`config.mk`:
```
export PLATFORM = sky130hd
export DESIGN_NAME = rsdc_ctrl
export DESIGN_NICKNAME = d
export VERILOG_FILES = /design/src/core/rsdc_pkg.sv /design/src/core/rsdc_ctrl.sv
export SDC_FILE = /design/constraint.sdc
export NUM_CORES = 1
export LEC_CHECK = 0
export BUFFER_PORTS_ARGS = -buffer_cell sky130_fd_sc_hd__clkbuf_2
export CORE_MARGIN = 2
export CORE_UTILIZATION = 65
export CTS_BUF_LIST = sky130_fd_sc_hd__clkbuf_8
export CTS_CLUSTER_DIAMETER = 150
export CTS_CLUSTER_SIZE = 12
export DETAILED_ROUTE_END_ITERATION = 10
export PLACE_DENSITY = 0.84
export RECOVER_POWER = 50
export SYNTH_ARGS = -nofsm -noshare
export SYNTH_HDL_FRONTEND = slang
export SYNTH_SLANG_ARGS = --single-unit
```
`constraint.sdc`:
```
create_clock -name clk_in -period 7.75 [get_ports clk_in]
set_clock_uncertainty 0.05 [all_clocks]
set_input_delay 0.775 -clock clk_in [delete_from_list [all_inputs] [get_ports clk_in]]
set_output_delay 0.775 -clock clk_in [all_outputs]
set_load 0.02 [all_outputs]
```
`src/core/rsdc_pkg.sv`:
```
package rsdc_pkg;
    // ------------------------------------------------------------
    // Register byte addresses
    // ------------------------------------------------------------
    localparam logic [7:0] SWITCH_CFG_ADDR = 8'hbe;
    localparam logic [7:0] SS_TSSC_ADDR = 8'hac;
    localparam logic [7:0] SS_NSSC_ADDR = 8'had;
    localparam logic [7:0] SS_OFFSET_ADDR = 8'hae;
    localparam logic [7:0] FRACTIONAL_LOOP_D_ADDR = 8'hc4;
    localparam logic [7:0] FRACTIONAL_LOOP_N_ADDR = 8'hc5;
    localparam logic [7:0] FRACTIONAL_LOOP_A_ADDR = 8'hc6;
    localparam logic [7:0] ODIV_BASE_ADDR = 8'hd0;
    localparam logic [7:0] STATUS_ADDR = 8'he0;
    localparam logic [7:0] MTOTAL_ADDR = 8'he1;
    // ------------------------------------------------------------
    // Field positions and reset values
    // ------------------------------------------------------------
    localparam int PRIM_BIT = 0;
    localparam int SM_LSB = 1;
    localparam int PM_BIT = 7;
    localparam logic [6:0] Q_ALL_ONES = 7'h7f;
    localparam logic [7:0] ODIV_RESET = 8'h7f;
    localparam logic [1:0] OEM_RESET = 2'h0;
    localparam int NUM_ODIV = 6;
    localparam logic [1:0] LOSS_CYCLES = 2'h2;
    localparam logic [1:0] OEM_LOW = 2'h0;
    localparam logic [1:0] OEM_HIGH = 2'h1;
endpackage : rsdc_pkg

```
`src/core/rsdc_ctrl.sv`:
```
`timescale 1ns/100ps
`default_nettype none
// Behaviour
// - Primary-source bit 0 picks crystal/ref input, 1 picks aux clock
// - Switch-mode upper bit clear: input-select pin chooses primary or secondary
// - Manual switchover produces no output glitches
// - Automatic: move to secondary after two secondary cycles without primary edges
// - Automatic switchover is revertive to the primary when present
// - Switchover waits until both references are low; no short pulses
// - Each loop: 7-bit reference divider and 12-bit feedback count
// - Fractional loop feedback is 2N+A+1 when A nonzero, else 2N
// - Undivided output has no divider; six outputs have 8-bit post-dividers
// - All-ones count: mode0 off, mode1 /1; else mode0 /2, mode1 /(2Q+4)
// - Disabled divider emits no clock; pin state follows disabled-output-state
// - Spread enabled whenever step-period field is nonzero
// - Samples-per-quadrant sets quadrant length; four mirrored quadrants (no spread generator here: nssc_r is only stored and read back)
// - Center-shift zero gives center spread, nonzero gives down spread
// - Spread parameters live at 0xac through 0xbd
// - Switch mode and primary bit live at 0xbe through 0xc3
// - Post-dividers bypass or divide by even integers 2 to 256
module rsdc_ctrl #(
    parameter int NDIV = 6
) (
    // Clock and reset
    input wire logic clk_in,
    input wire logic nrst_in,
    // Register port
    input wire logic [7:0] addr_in,
    input wire logic [7:0] wdata_in,
    input wire logic wr_in,
    input wire logic rd_in,
    output logic [7:0] rdata_out,
    // References and selection
    input wire logic crystal_ref_input_in,
    input wire logic aux_clock_input_in,
    input wire logic input_select_pin_in,
    output logic sel_aux_out,
    output logic ref_clk_out,
    // Clock outputs
    input wire logic [3:0] bank_clk_in,
    output logic undivided_output_out,
    output logic [NDIV-1:0] div_clk_out,
    output logic [NDIV-1:0] div_oe_out,
    // Derived loop and spread settings
    output logic [13:0] m_total_out,
    output logic [6:0] ref_div_out,
    output logic ss_enable_out,
    output logic ss_down_out
);
    // ------------------------------------------------------------
    // Helpers
    // ------------------------------------------------------------
    function automatic logic [13:0] rsdc_mtot(input logic [11:0] n, input logic [3:0] a);
        logic [13:0] m;
        m = {1'b0, n, 1'b0};
        if (a != 4'h0) begin
            m = m + {10'h000, a} + 14'h0001;
        end
        return m;
    endfunction : rsdc_mtot

    // Divider decode: 0 off, 1 bypass, else half-period count plus one
    function automatic logic [8:0] rsdc_half(input logic [7:0] r);
        logic [8:0] h;
        h = 9'h000;
        if (r[6:0] == rsdc_pkg::Q_ALL_ONES) begin
            h = r[rsdc_pkg::PM_BIT] ? 9'h001 : 9'h000;
        end else if (!r[rsdc_pkg::PM_BIT]) begin
            h = 9'h002;
        end else begin
            h = {2'h0, r[6:0]} + 9'h003;
        end
        return h;
    endfunction : rsdc_half

    // ------------------------------------------------------------
    // Registers
    // ------------------------------------------------------------
    logic [2:0] sw_r, sw_nxt;
    logic [3:0] tssc_r, tssc_nxt;
    logic [2:0] nssc_r, nssc_nxt;
    logic [5:0] ofs_r, ofs_nxt;
    logic [6:0] d_r, d_nxt;
    logic [11:0] n_r, n_nxt;
    logic [3:0] a_r, a_nxt;
    logic [1:0] oem_r, oem_nxt;
    logic [7:0] odiv_r [NDIV], odiv_nxt [NDIV];
    logic [7:0] rdata_r, rdata_nxt;

    always_comb begin
        sw_nxt = sw_r;
        tssc_nxt = tssc_r;
        nssc_nxt = nssc_r;
        ofs_nxt = ofs_r;
        d_nxt = d_r;
        n_nxt = n_r;
        a_nxt = a_r;
        oem_nxt = oem_r;
        odiv_nxt = odiv_r;
        rdata_nxt = 8'h00;
        if (wr_in) begin
            unique case (addr_in)
                rsdc_pkg::SWITCH_CFG_ADDR: begin
                    sw_nxt = wdata_in[2:0];
                    oem_nxt = wdata_in[5:4];
                end
                rsdc_pkg::SS_TSSC_ADDR: tssc_nxt = wdata_in[3:0];
                rsdc_pkg::SS_NSSC_ADDR: nssc_nxt = wdata_in[2:0];
                rsdc_pkg::SS_OFFSET_ADDR: ofs_nxt = wdata_in[5:0];
                rsdc_pkg::FRACTIONAL_LOOP_D_ADDR: d_nxt = wdata_in[6:0];
                rsdc_pkg::FRACTIONAL_LOOP_N_ADDR: n_nxt = {wdata_in[3:0], n_r[7:0]};
                rsdc_pkg::FRACTIONAL_LOOP_A_ADDR: a_nxt = wdata_in[3:0];
                default: begin
                    for (int i = 0; i < NDIV; i++) begin
                        if (addr_in == rsdc_pkg::ODIV_BASE_ADDR + 8'(i)) begin
                            odiv_nxt[i] = wdata_in;
                        end
                    end
                    if (addr_in == rsdc_pkg::FRACTIONAL_LOOP_N_ADDR + 8'h08) begin
                        n_nxt = {n_r[11:8], wdata_in};
                    end
                end
            endcase
        end
        if (rd_in) begin
            unique case (addr_in)
                rsdc_pkg::SWITCH_CFG_ADDR: rdata_nxt = {2'h0, oem_r, 1'b0, sw_r};
                rsdc_pkg::SS_TSSC_ADDR: rdata_nxt = {4'h0, tssc_r};
                rsdc_pkg::SS_NSSC_ADDR: rdata_nxt = {5'h00, nssc_r};
                rsdc_pkg::SS_OFFSET_ADDR: rdata_nxt = {2'h0, ofs_r};
                rsdc_pkg::FRACTIONAL_LOOP_D_ADDR: rdata_nxt = {1'b0, d_r};
                rsdc_pkg::FRACTIONAL_LOOP_N_ADDR: rdata_nxt = {4'h0, n_r[11:8]};
                rsdc_pkg::FRACTIONAL_LOOP_A_ADDR: rdata_nxt = {4'h0, a_r};
                rsdc_pkg::STATUS_ADDR: rdata_nxt = {6'h00, ss_enable_out, sel_aux_out};
                rsdc_pkg::MTOTAL_ADDR: rdata_nxt = m_total_out[7:0];
                default: begin
                    for (int i = 0; i < NDIV; i++) begin
                        if (addr_in == rsdc_pkg::ODIV_BASE_ADDR + 8'(i)) begin
                            rdata_nxt = odiv_r[i];
                        end
                    end
                    if (addr_in == rsdc_pkg::FRACTIONAL_LOOP_N_ADDR + 8'h08) begin
                        rdata_nxt = n_r[7:0];
                    end
                end
            endcase
        end
    end

    always_ff @(posedge clk_in or negedge nrst_in) begin
        if (!nrst_in) begin
            sw_r <= 3'h0;
            tssc_r <= 4'h0;
            nssc_r <= 3'h0;
            ofs_r <= 6'h00;
            d_r <= 7'h01;
            n_r <= 12'h000;
            a_r <= 4'h0;
            oem_r <= rsdc_pkg::OEM_RESET;
            rdata_r <= 8'h00;
            for (int i = 0; i < NDIV; i++) begin
                odiv_r[i] <= rsdc_pkg::ODIV_RESET;
            end
        end else begin
            sw_r <= sw_nxt;
            tssc_r <= tssc_nxt;
            nssc_r <= nssc_nxt;
            ofs_r <= ofs_nxt;
            d_r <= d_nxt;
            n_r <= n_nxt;
            a_r <= a_nxt;
            oem_r <= oem_nxt;
            rdata_r <= rdata_nxt;
            odiv_r <= odiv_nxt;
        end
    end
    assign rdata_out = rdata_r;
    assign m_total_out = rsdc_mtot(n_r, a_r);
    assign ref_div_out = d_r;
    assign ss_enable_out = (tssc_r != 4'h0);
    assign ss_down_out = (ofs_r != 6'h00);

    // ------------------------------------------------------------
    // Reference selection
    // ------------------------------------------------------------
    // References are sampled as ordinary inputs; waiting until both are low
    // is what keeps the switch from cutting a half period short.
    logic prim_d_r, prim_d_nxt, sec_d_r, sec_d_nxt;
    logic [1:0] loss_r, loss_nxt;
    logic sel_r, sel_nxt;
    logic prim_in, sec_in;

    always_comb begin
        prim_in = sw_r[rsdc_pkg::PRIM_BIT] ? aux_clock_input_in : crystal_ref_input_in;
        sec_in = sw_r[rsdc_pkg::PRIM_BIT] ? crystal_ref_input_in : aux_clock_input_in;
        prim_d_nxt = prim_in;
        sec_d_nxt = sec_in;
        loss_nxt = loss_r;
        if (prim_in != prim_d_r) begin
            loss_nxt = 2'h0;
        end else if (sec_in && !sec_d_r && loss_r != rsdc_pkg::LOSS_CYCLES) begin
            loss_nxt = loss_r + 2'h1;
        end
        if (!sw_r[rsdc_pkg::SM_LSB+1]) begin
            sel_nxt = input_select_pin_in;
        end else begin
            sel_nxt = (loss_nxt == rsdc_pkg::LOSS_CYCLES);
        end
    end

    logic ref_r, ref_nxt, sel_upd;
    always_comb begin
        ref_nxt = ref_r;
        sel_upd = sel_r;
        // Change source only while both are low: no runt pulse
        if (sel_r == sel_nxt || (!prim_in && !sec_in)) begin
            sel_upd = sel_nxt;
            ref_nxt = sel_r ? sec_in : prim_in;
        end
    end

    always_ff @(posedge clk_in or negedge nrst_in) begin
        if (!nrst_in) begin
            prim_d_r <= 1'b0;
            sec_d_r <= 1'b0;
            loss_r <= 2'h0;
            sel_r <= 1'b0;
            ref_r <= 1'b0;
        end else begin
            prim_d_r <= prim_d_nxt;
            sec_d_r <= sec_d_nxt;
            loss_r <= loss_nxt;
            sel_r <= sel_upd;
            ref_r <= ref_nxt;
        end
    end
    assign sel_aux_out = sel_r ^ sw_r[rsdc_pkg::PRIM_BIT];
    assign ref_clk_out = ref_r;

    // ------------------------------------------------------------
    // Output dividers
    // ------------------------------------------------------------
    logic [8:0] cnt_r [NDIV], cnt_nxt [NDIV];
    logic [NDIV-1:0] ph_r, ph_nxt, bk_d_r, bk_d_nxt;
    logic [NDIV-1:0] out_nxt, oe_nxt, out_r, oe_r;
    logic und_r;

    always_comb begin
        for (int i = 0; i < NDIV; i++) begin
            logic [8:0] h;
            logic b;
            h = rsdc_half(odiv_r[i]);
            b = bank_clk_in[i % 4];
            bk_d_nxt[i] = b;
            cnt_nxt[i] = cnt_r[i];
            ph_nxt[i] = ph_r[i];
            if (b && !bk_d_r[i] && h > 9'h001) begin
                if (cnt_r[i] + 9'h002 >= h) begin
                    cnt_nxt[i] = 9'h000;
                    ph_nxt[i] = !ph_r[i];
                end else begin
                    cnt_nxt[i] = cnt_r[i] + 9'h001;
                end
            end
            oe_nxt[i] = 1'b1;
            if (h == 9'h000) begin
                // Disabled: no clock, powered unless field is 2, level from control field
                oe_nxt[i] = (oem_r != 2'h2);
                out_nxt[i] = (oem_r == rsdc_pkg::OEM_HIGH);
            end else if (h == 9'h001) begin
                out_nxt[i] = b;
            end else begin
                out_nxt[i] = ph_r[i];
            end
        end
    end

    always_ff @(posedge clk_in or negedge nrst_in) begin
        if (!nrst_in) begin
            ph_r <= '0;
            bk_d_r <= '0;
            out_r <= '0;
            oe_r <= '0;
            und_r <= 1'b0;
            for (int i = 0; i < NDIV; i++) begin
                cnt_r[i] <= 9'h000;
            end
        end else begin
            ph_r <= ph_nxt;
            bk_d_r <= bk_d_nxt;
            out_r <= out_nxt;
            oe_r <= oe_nxt;
            und_r <= bank_clk_in[0];
            cnt_r <= cnt_nxt;
        end
    end
    assign div_clk_out = out_r;
    assign div_oe_out = oe_r;
    assign undivided_output_out = und_r;

    // ------------------------------------------------------------
    // Checks
    // ------------------------------------------------------------
    AST_SS_EN: assert property (@(posedge clk_in) disable iff (!nrst_in)
        (wr_in && addr_in == rsdc_pkg::SS_TSSC_ADDR) |=> (ss_enable_out == ($past(wdata_in[3:0]) != 4'h0)))
        else $error("spread enable wrong");
    AST_MTOT: assert property (@(posedge clk_in) disable iff (!nrst_in)
        (a_r == 4'h0) |-> (m_total_out == {1'b0, n_r, 1'b0}))
        else $error("feedback total wrong");
    AST_MANUAL: assert property (@(posedge clk_in) disable iff (!nrst_in)
        (!sw_r[2] && !prim_in && !sec_in) |=> (sel_r == $past(input_select_pin_in)))
        else $error("manual select not followed");
    AST_REVERT: assert property (@(posedge clk_in) disable iff (!nrst_in)
        (sw_r[2] && prim_in != prim_d_r) |=> (loss_r == 2'h0))
        else $error("loss count not cleared");
    AST_LOSS: assert property (@(posedge clk_in) disable iff (!nrst_in)
        ($past(sw_r[2]) && $rose(sel_r)) |-> (loss_r == rsdc_pkg::LOSS_CYCLES))
        else $error("switched before loss detected");
    AST_DISABLED: assert property (@(posedge clk_in) disable iff (!nrst_in)
        (odiv_r[0] == 8'h7f && oem_r == rsdc_pkg::OEM_LOW) |=> (!div_clk_out[0] && div_oe_out[0]))
        else $error("disabled output drives clock");
    AST_RDATA: assert property (@(posedge clk_in) disable iff (!nrst_in)
        (rd_in && addr_in == rsdc_pkg::SWITCH_CFG_ADDR) |=> (rdata_out[2:0] == sw_r))
        else $error("switch config readback wrong");
    AST_DOWN: assert property (@(posedge clk_in) disable iff (!nrst_in)
        (wr_in && addr_in == rsdc_pkg::SS_OFFSET_ADDR) |=> (ss_down_out == ($past(wdata_in[5:0]) != 6'h00)))
        else $error("down spread flag wrong");
    COV_AUTO: cover property (@(posedge clk_in) disable iff (!nrst_in) sw_r[2] ##1 sel_r);
    COV_MAN: cover property (@(posedge clk_in) disable iff (!nrst_in) !sw_r[2] && $rose(sel_r));
    COV_SS: cover property (@(posedge clk_in) disable iff (!nrst_in) $rose(ss_enable_out));
endmodule : rsdc_ctrl
`default_nettype wire

```
Word level (Yosys, flattened, before mapping) --
Index checks and enable logic that the tools add are counted.
Word-level totals: bits in registers 182, bits of input ports 27, output and inout bits 46, logic and storage cells 230
Cells by class: add/sub/neg operators 21, magnitude comparators 12, eq/ne operators 34, multiplexer cells 60, bitwise logic cells 4, reductions and logical operators 62
Operators with widths (number):
- 8-bit 2-to-1 mux | 21
- 8-bit equality test, second input constant | 16
- 8-bit case mux with 9 select lines | 1
- 9-bit by 1-bit adder with 9-bit output, second input constant | 6
- 9-bit by 2-bit adder with 9-bit output, second input constant | 6
- 9-bit by 1-bit equality test with 1-bit output, second input constant | 6
- 9-bit >= comparator | 6
- 9-bit by 1-bit > comparator with 1-bit output, second input constant | 6
- 9-bit zero test | 6
- 9-bit 2-to-1 mux | 6
- 7-bit by 2-bit adder with 8-bit output, second input constant | 6
- 7-bit equality test, second input constant | 6
- 1-bit 2-to-1 mux | 28
- 12-bit case mux with 2 select lines | 1
- 2-bit AND reduction | 12
- 3-bit AND reduction | 7
- 1-bit logical AND | 15
- 1-bit zero test | 15
- 13-bit by 4-bit adder with 14-bit output | 1
- 14-bit by 1-bit adder with 14-bit output, second input constant | 1
- 14-bit 2-to-1 mux | 1
- 4-bit nonzero test | 2
- 7-bit OR reduction | 1
- 6-bit nonzero test | 1
- 12 further kinds | 16

Longest topological paths before layout --
word-level depth 10, mapped depth 15, depth with buffers taken out 13

Worst setup path after synthesis --
OpenSTA, ideal clock, no wires.
path type register to register, start point register odiv_r[8] in the netlist's numbering, end point register cnt_r[17] in the netlist's numbering, library setup time 116 ps, data arrival time 3254 ps, data required time 7584 ps, slack 4330 ps, cell stages (with the launch flop) 15, buffers on the path 2, clock period less this slack 3420 ps, path through dfstp_2 > clkbuf_1 > inv_1 > ha_1 > nand3b_1 > nor2_1 > xor2_1 > nand2_1 > ha_1 > a21o_1 > a2111oi_0 > o31a_1 > buf_2 > nand2b_2 > o311ai_0
On the way: cells in the longest elaborated chain, start to end 5, elaborated cells between the ends (all ways) 8, those cells by class add/sub: 1; order compare: 2; eq/ne: 1; mux: 3; reduce/logical: 1
RTL lines:
- start, declared | line rsdc_ctrl.sv:87 | logic [7:0] odiv_r [NDIV], odiv_nxt [NDIV];
- start signal, assigned by index | line rsdc_ctrl.sv:162 | odiv_r[i] <= rsdc_pkg::ODIV_RESET;
- start signal, assigned | line rsdc_ctrl.sv:174 | odiv_r <= odiv_nxt;
- 7-bit by 2-bit adder with 8-bit output | line rsdc_ctrl.sv:71 | h = {2'h0, r[6:0]} + 9'h003;
- 8-bit 2-to-1 mux | line rsdc_ctrl.sv:68 | end else if (!r[rsdc_pkg::PM_BIT]) begin
- 8-bit 2-to-1 mux * | line rsdc_ctrl.sv:66 | if (r[6:0] == rsdc_pkg::Q_ALL_ONES) begin
- 9-bit >= comparator or 9-bit by 1-bit > comparator with 1-bit output (tied branches) | line rsdc_ctrl.sv:258, rsdc_ctrl.sv:257
- 9-bit 2-to-1 mux or 1-bit logical AND (tied branches) | line rsdc_ctrl.sv:258, rsdc_ctrl.sv:257
- end signal, assigned | line rsdc_ctrl.sv:294 | cnt_r <= cnt_nxt;
- end, declared | line rsdc_ctrl.sv:243 | logic [8:0] cnt_r [NDIV], cnt_nxt [NDIV];
Mark *: on every way between the ends. The rest lies on a longest branch, timed or not. A chain may end at the register's enable or synchronous reset.

==> summary.txt <==
Placement
  • Area after DPL: about 0.013 mm²
  • Input/output buffers: 72
  • Hpwl dp: 20730 µm
  • GPL Wtd Cong: around 0.93
  • Place WS: roughly 4000 ps

Synthesis
  • Fraction of registers with async set/reset: between 90% and 100%
  • Synth Area in XOR/XNOR: between 5 and 6%
  • Synth Net Count: 1398
  • Register area share after synthesis: between 30% and 40%
  • Dominant cells by area after synthesis: dfrtp_1 28%, dfstp_2 9.2%, mux2_2 8.3%
  • Most frequent cells after synthesis: 136 x dfrtp_1, 120 x nand2_1, 91 x mux2_2, 88 x nor2_1, 76 x ha_1
  • Most common cell in the netlist: dfrtp_1
  • Number of synthesized flops with an enable pin: 0
  • Post-synthesis compound-gate area fraction: approximately 16%
  • Post-synthesis simple-gate area fraction: approximately a fifth
  • Synth warn: 0
  • Post-synthesis adder-cell area fraction: approximately 7.9%
  • Cell Area, Synth: ~0.012 mm²
  • Mux share of post-synthesis cell area: a little over a tenth
  • Syn Inst Count: about 1300
  • Netlist cell types: 84
  • Largest family of logic cells by synthesized area: simple AND/OR/NAND/NOR gates
  • Area leader, netlist: dfrtp_1
  • Flop and latch count out of synthesis: about 180
  • Post-Syn Area per Cell: 9.491 µm²
  • Post-synth top area share: 27.71%
  • Ys flop type: dfrtp_1

Setup path
  • CP max-delay cell: clkbuf_1
  • Delay-heaviest family, CP: buffers and inverters
  • Crit path buffers/inverters: 2
  • CP max stage delay: 2600 ps
  • WP data required: about 7500 ps
  • Critical path class: input pin to async pin
  • Startpoint Class: input pin
  • CP endpoint kind: async pin
  • Crit path DAT: 4180 ps
  • FF-to-FF setup slack: 3980 ps
  • Worst Path Max Fanout: 109
  • Critical Path, Cell by Cell: buf_6 > clkbuf_1

Clocking
  • Max Root-Sink Buffers: 2
  • Post-CTS resize count: 0
  • CTS tree: built
  • Setup repair bufs after CTS: 0
  • Cts bufs inserted: 17
  • CTS Root Cell: clkbuf_8
  • Clk sinks: roughly 180
  • Clock H-tree levels: 4
  • Cts hold-fix bufs: 0
  • Reg clk slew, reported paths: ~100 ps
  • Clk_lat worst skew: 480 ps

Floorplan
  • # IOs: 73
  • Row cnt: 50
  • Die Y: approximately 140 µm
  • Core Box Area: 0.01864 mm²
  • Initial core utilization: 65.88%
  • Die area: ~0.02 mm²
  • Die width: ~140 µm

Final layout
  • Nets: between 1000 and 1500
  • Antenna fix cells: 0
  • Fillers: 1439
  • Layout cells sized above 1: between 10% and 20%
  • Core Util, Final: 69.87%
  • Post-route cell area: 0.01303 mm²
  • Synth-to-layout area growth: 6.051%

Global routing
  • All-Layer GR Usage: a little under 30%
  • Vias in the first global route: just under 10000
  • Initial antenna violation count: 0
  • Largest net degree at the start of global routing: 110
  • First-pass GRT wire length: around 48000 µm
  • Grt ovf: 0

Timing
  • RSZ-0062 raised after global routing: false
  • Tcrit/Tclk final: between 50% and 60%
  • Final number of hold-violating endpoints: 0
  • Slew HR: -141.6%
  • Worst Tran Pin Value: 3624 ps
  • FMAX: 225.2 MHz
  • TNS Setup: 0 ps
  • Max-slew violations: 72
  • Final Worst Setup Slack: roughly 3300 ps
  • Setup violations, final: 0
  • Final worst path period need: 4440 ps

Route
  • ANT nets after route: 0
  • Routed vias: roughly 10000
  • Drt total wl: approximately 29000 µm
  • First-pass DRT Iterations: 5
  • WL per Instance: 18.28 µm
  • Average vias per placed instance: 6.385
  • Remaining DRCs: 0
  • Initial DRC count: approximately 860

Power
  • Peak VDD IR: ~120 µV
  • Power Dens Cells: approximately 180 mW/mm²
  • LEAKAGE: between 5 and 6 nW

Status
  • Status: finished with violations
  • Failing checks: max-capacitance violations, max-slew violations

Run
  • Max-Cap Viols: 1

Min path
  • Hold WC Path Type: input pin to async pin
## where the power goes
group          switching [mW]  total [mW]  internal, mW
clock network           0.371       0.654         0.283
registers               0.127        1.17          1.04
logic                   0.342       0.584         0.242
## state kept, by name, indices dropped and copies added (netlist names), 7 cells and up
register / count
cnt_r: 54
odiv_r: 48
n_r: 12
rdata_out: 8
ref_div_out: 7
## final timing paths
path / from / depth (start not counted) / endpoint
worst max register to register: odiv_r[8] / 12 / cnt_r[17]
worst max-delay path: nrst_in / 2 / ref_div_out[6]
min in group clk_in: bank_clk_in[2] / 1 / bk_d_r[2]
worst min register to register: ph_r[5] / 1 / ph_r[5]
worst min-delay path: nrst_in / 1 / div_clk_out[4]
max in group clk_in: odiv_r[8] / 12 / cnt_r[17]
## cell families (layout without fill, tap and decap cells)
family,count (synthesis),after routing
mux,117,117
compound gates,274,274
fa+ha+maj,77,77
xor+xnor,74,74
flops,179,179
buf+inv,120,162
simple gates,453,453
## layout make-up
class                           count  area, µm²  area share [%]
Multi-Input combinational cell    995       7244           55.62
Sequential cell                   179       4533           34.80
Clock inverter                     13      135.1           1.037
Timing Repair Buffer               77      359.1           2.757
Tap cell                          234      292.8           2.248
Clock buffer                       19      261.5           2.008
Inverter                           53      198.9           1.527
## cells in the final DEF, fill, tap and decap left out, drive strengths merged, types with 21 or more instances in the layout
cell type,instances
dfrtp,136
nand2,120
mux2,92
nor2,92
clkbuf,91
ha,76
nand3,70
inv,63
o21ai,51
dfstp,43
xnor2,41
a21o,34
xor2,33
a21oi,33
a22o,30
nand2b,28
nor3,28
mux2i,21
## metal layers
metal,wire (µm),up-vias,GRT usage [%]
met2,13220,356,47.09
met5,0,-,0
met3,1806,100,6.682
li1,-,4765,-
met1,12540,4803,39.35
met4,1124,0,11.37
## metrics by stage
stage	std cells	total power [mW]	hold slack, ps
6_report	1570	2.407	359.8
5_1_grt	1570	2.540	357.7
4_1_cts	1570	2.420	346.4
3_5_place_dp	1538	1.768	407.8
3_3_place_gp	1538	1.742	405.8
2_1_floorplan	1294	1.598	392.3
No activity file was read; power rests on OpenSTA's default activity.
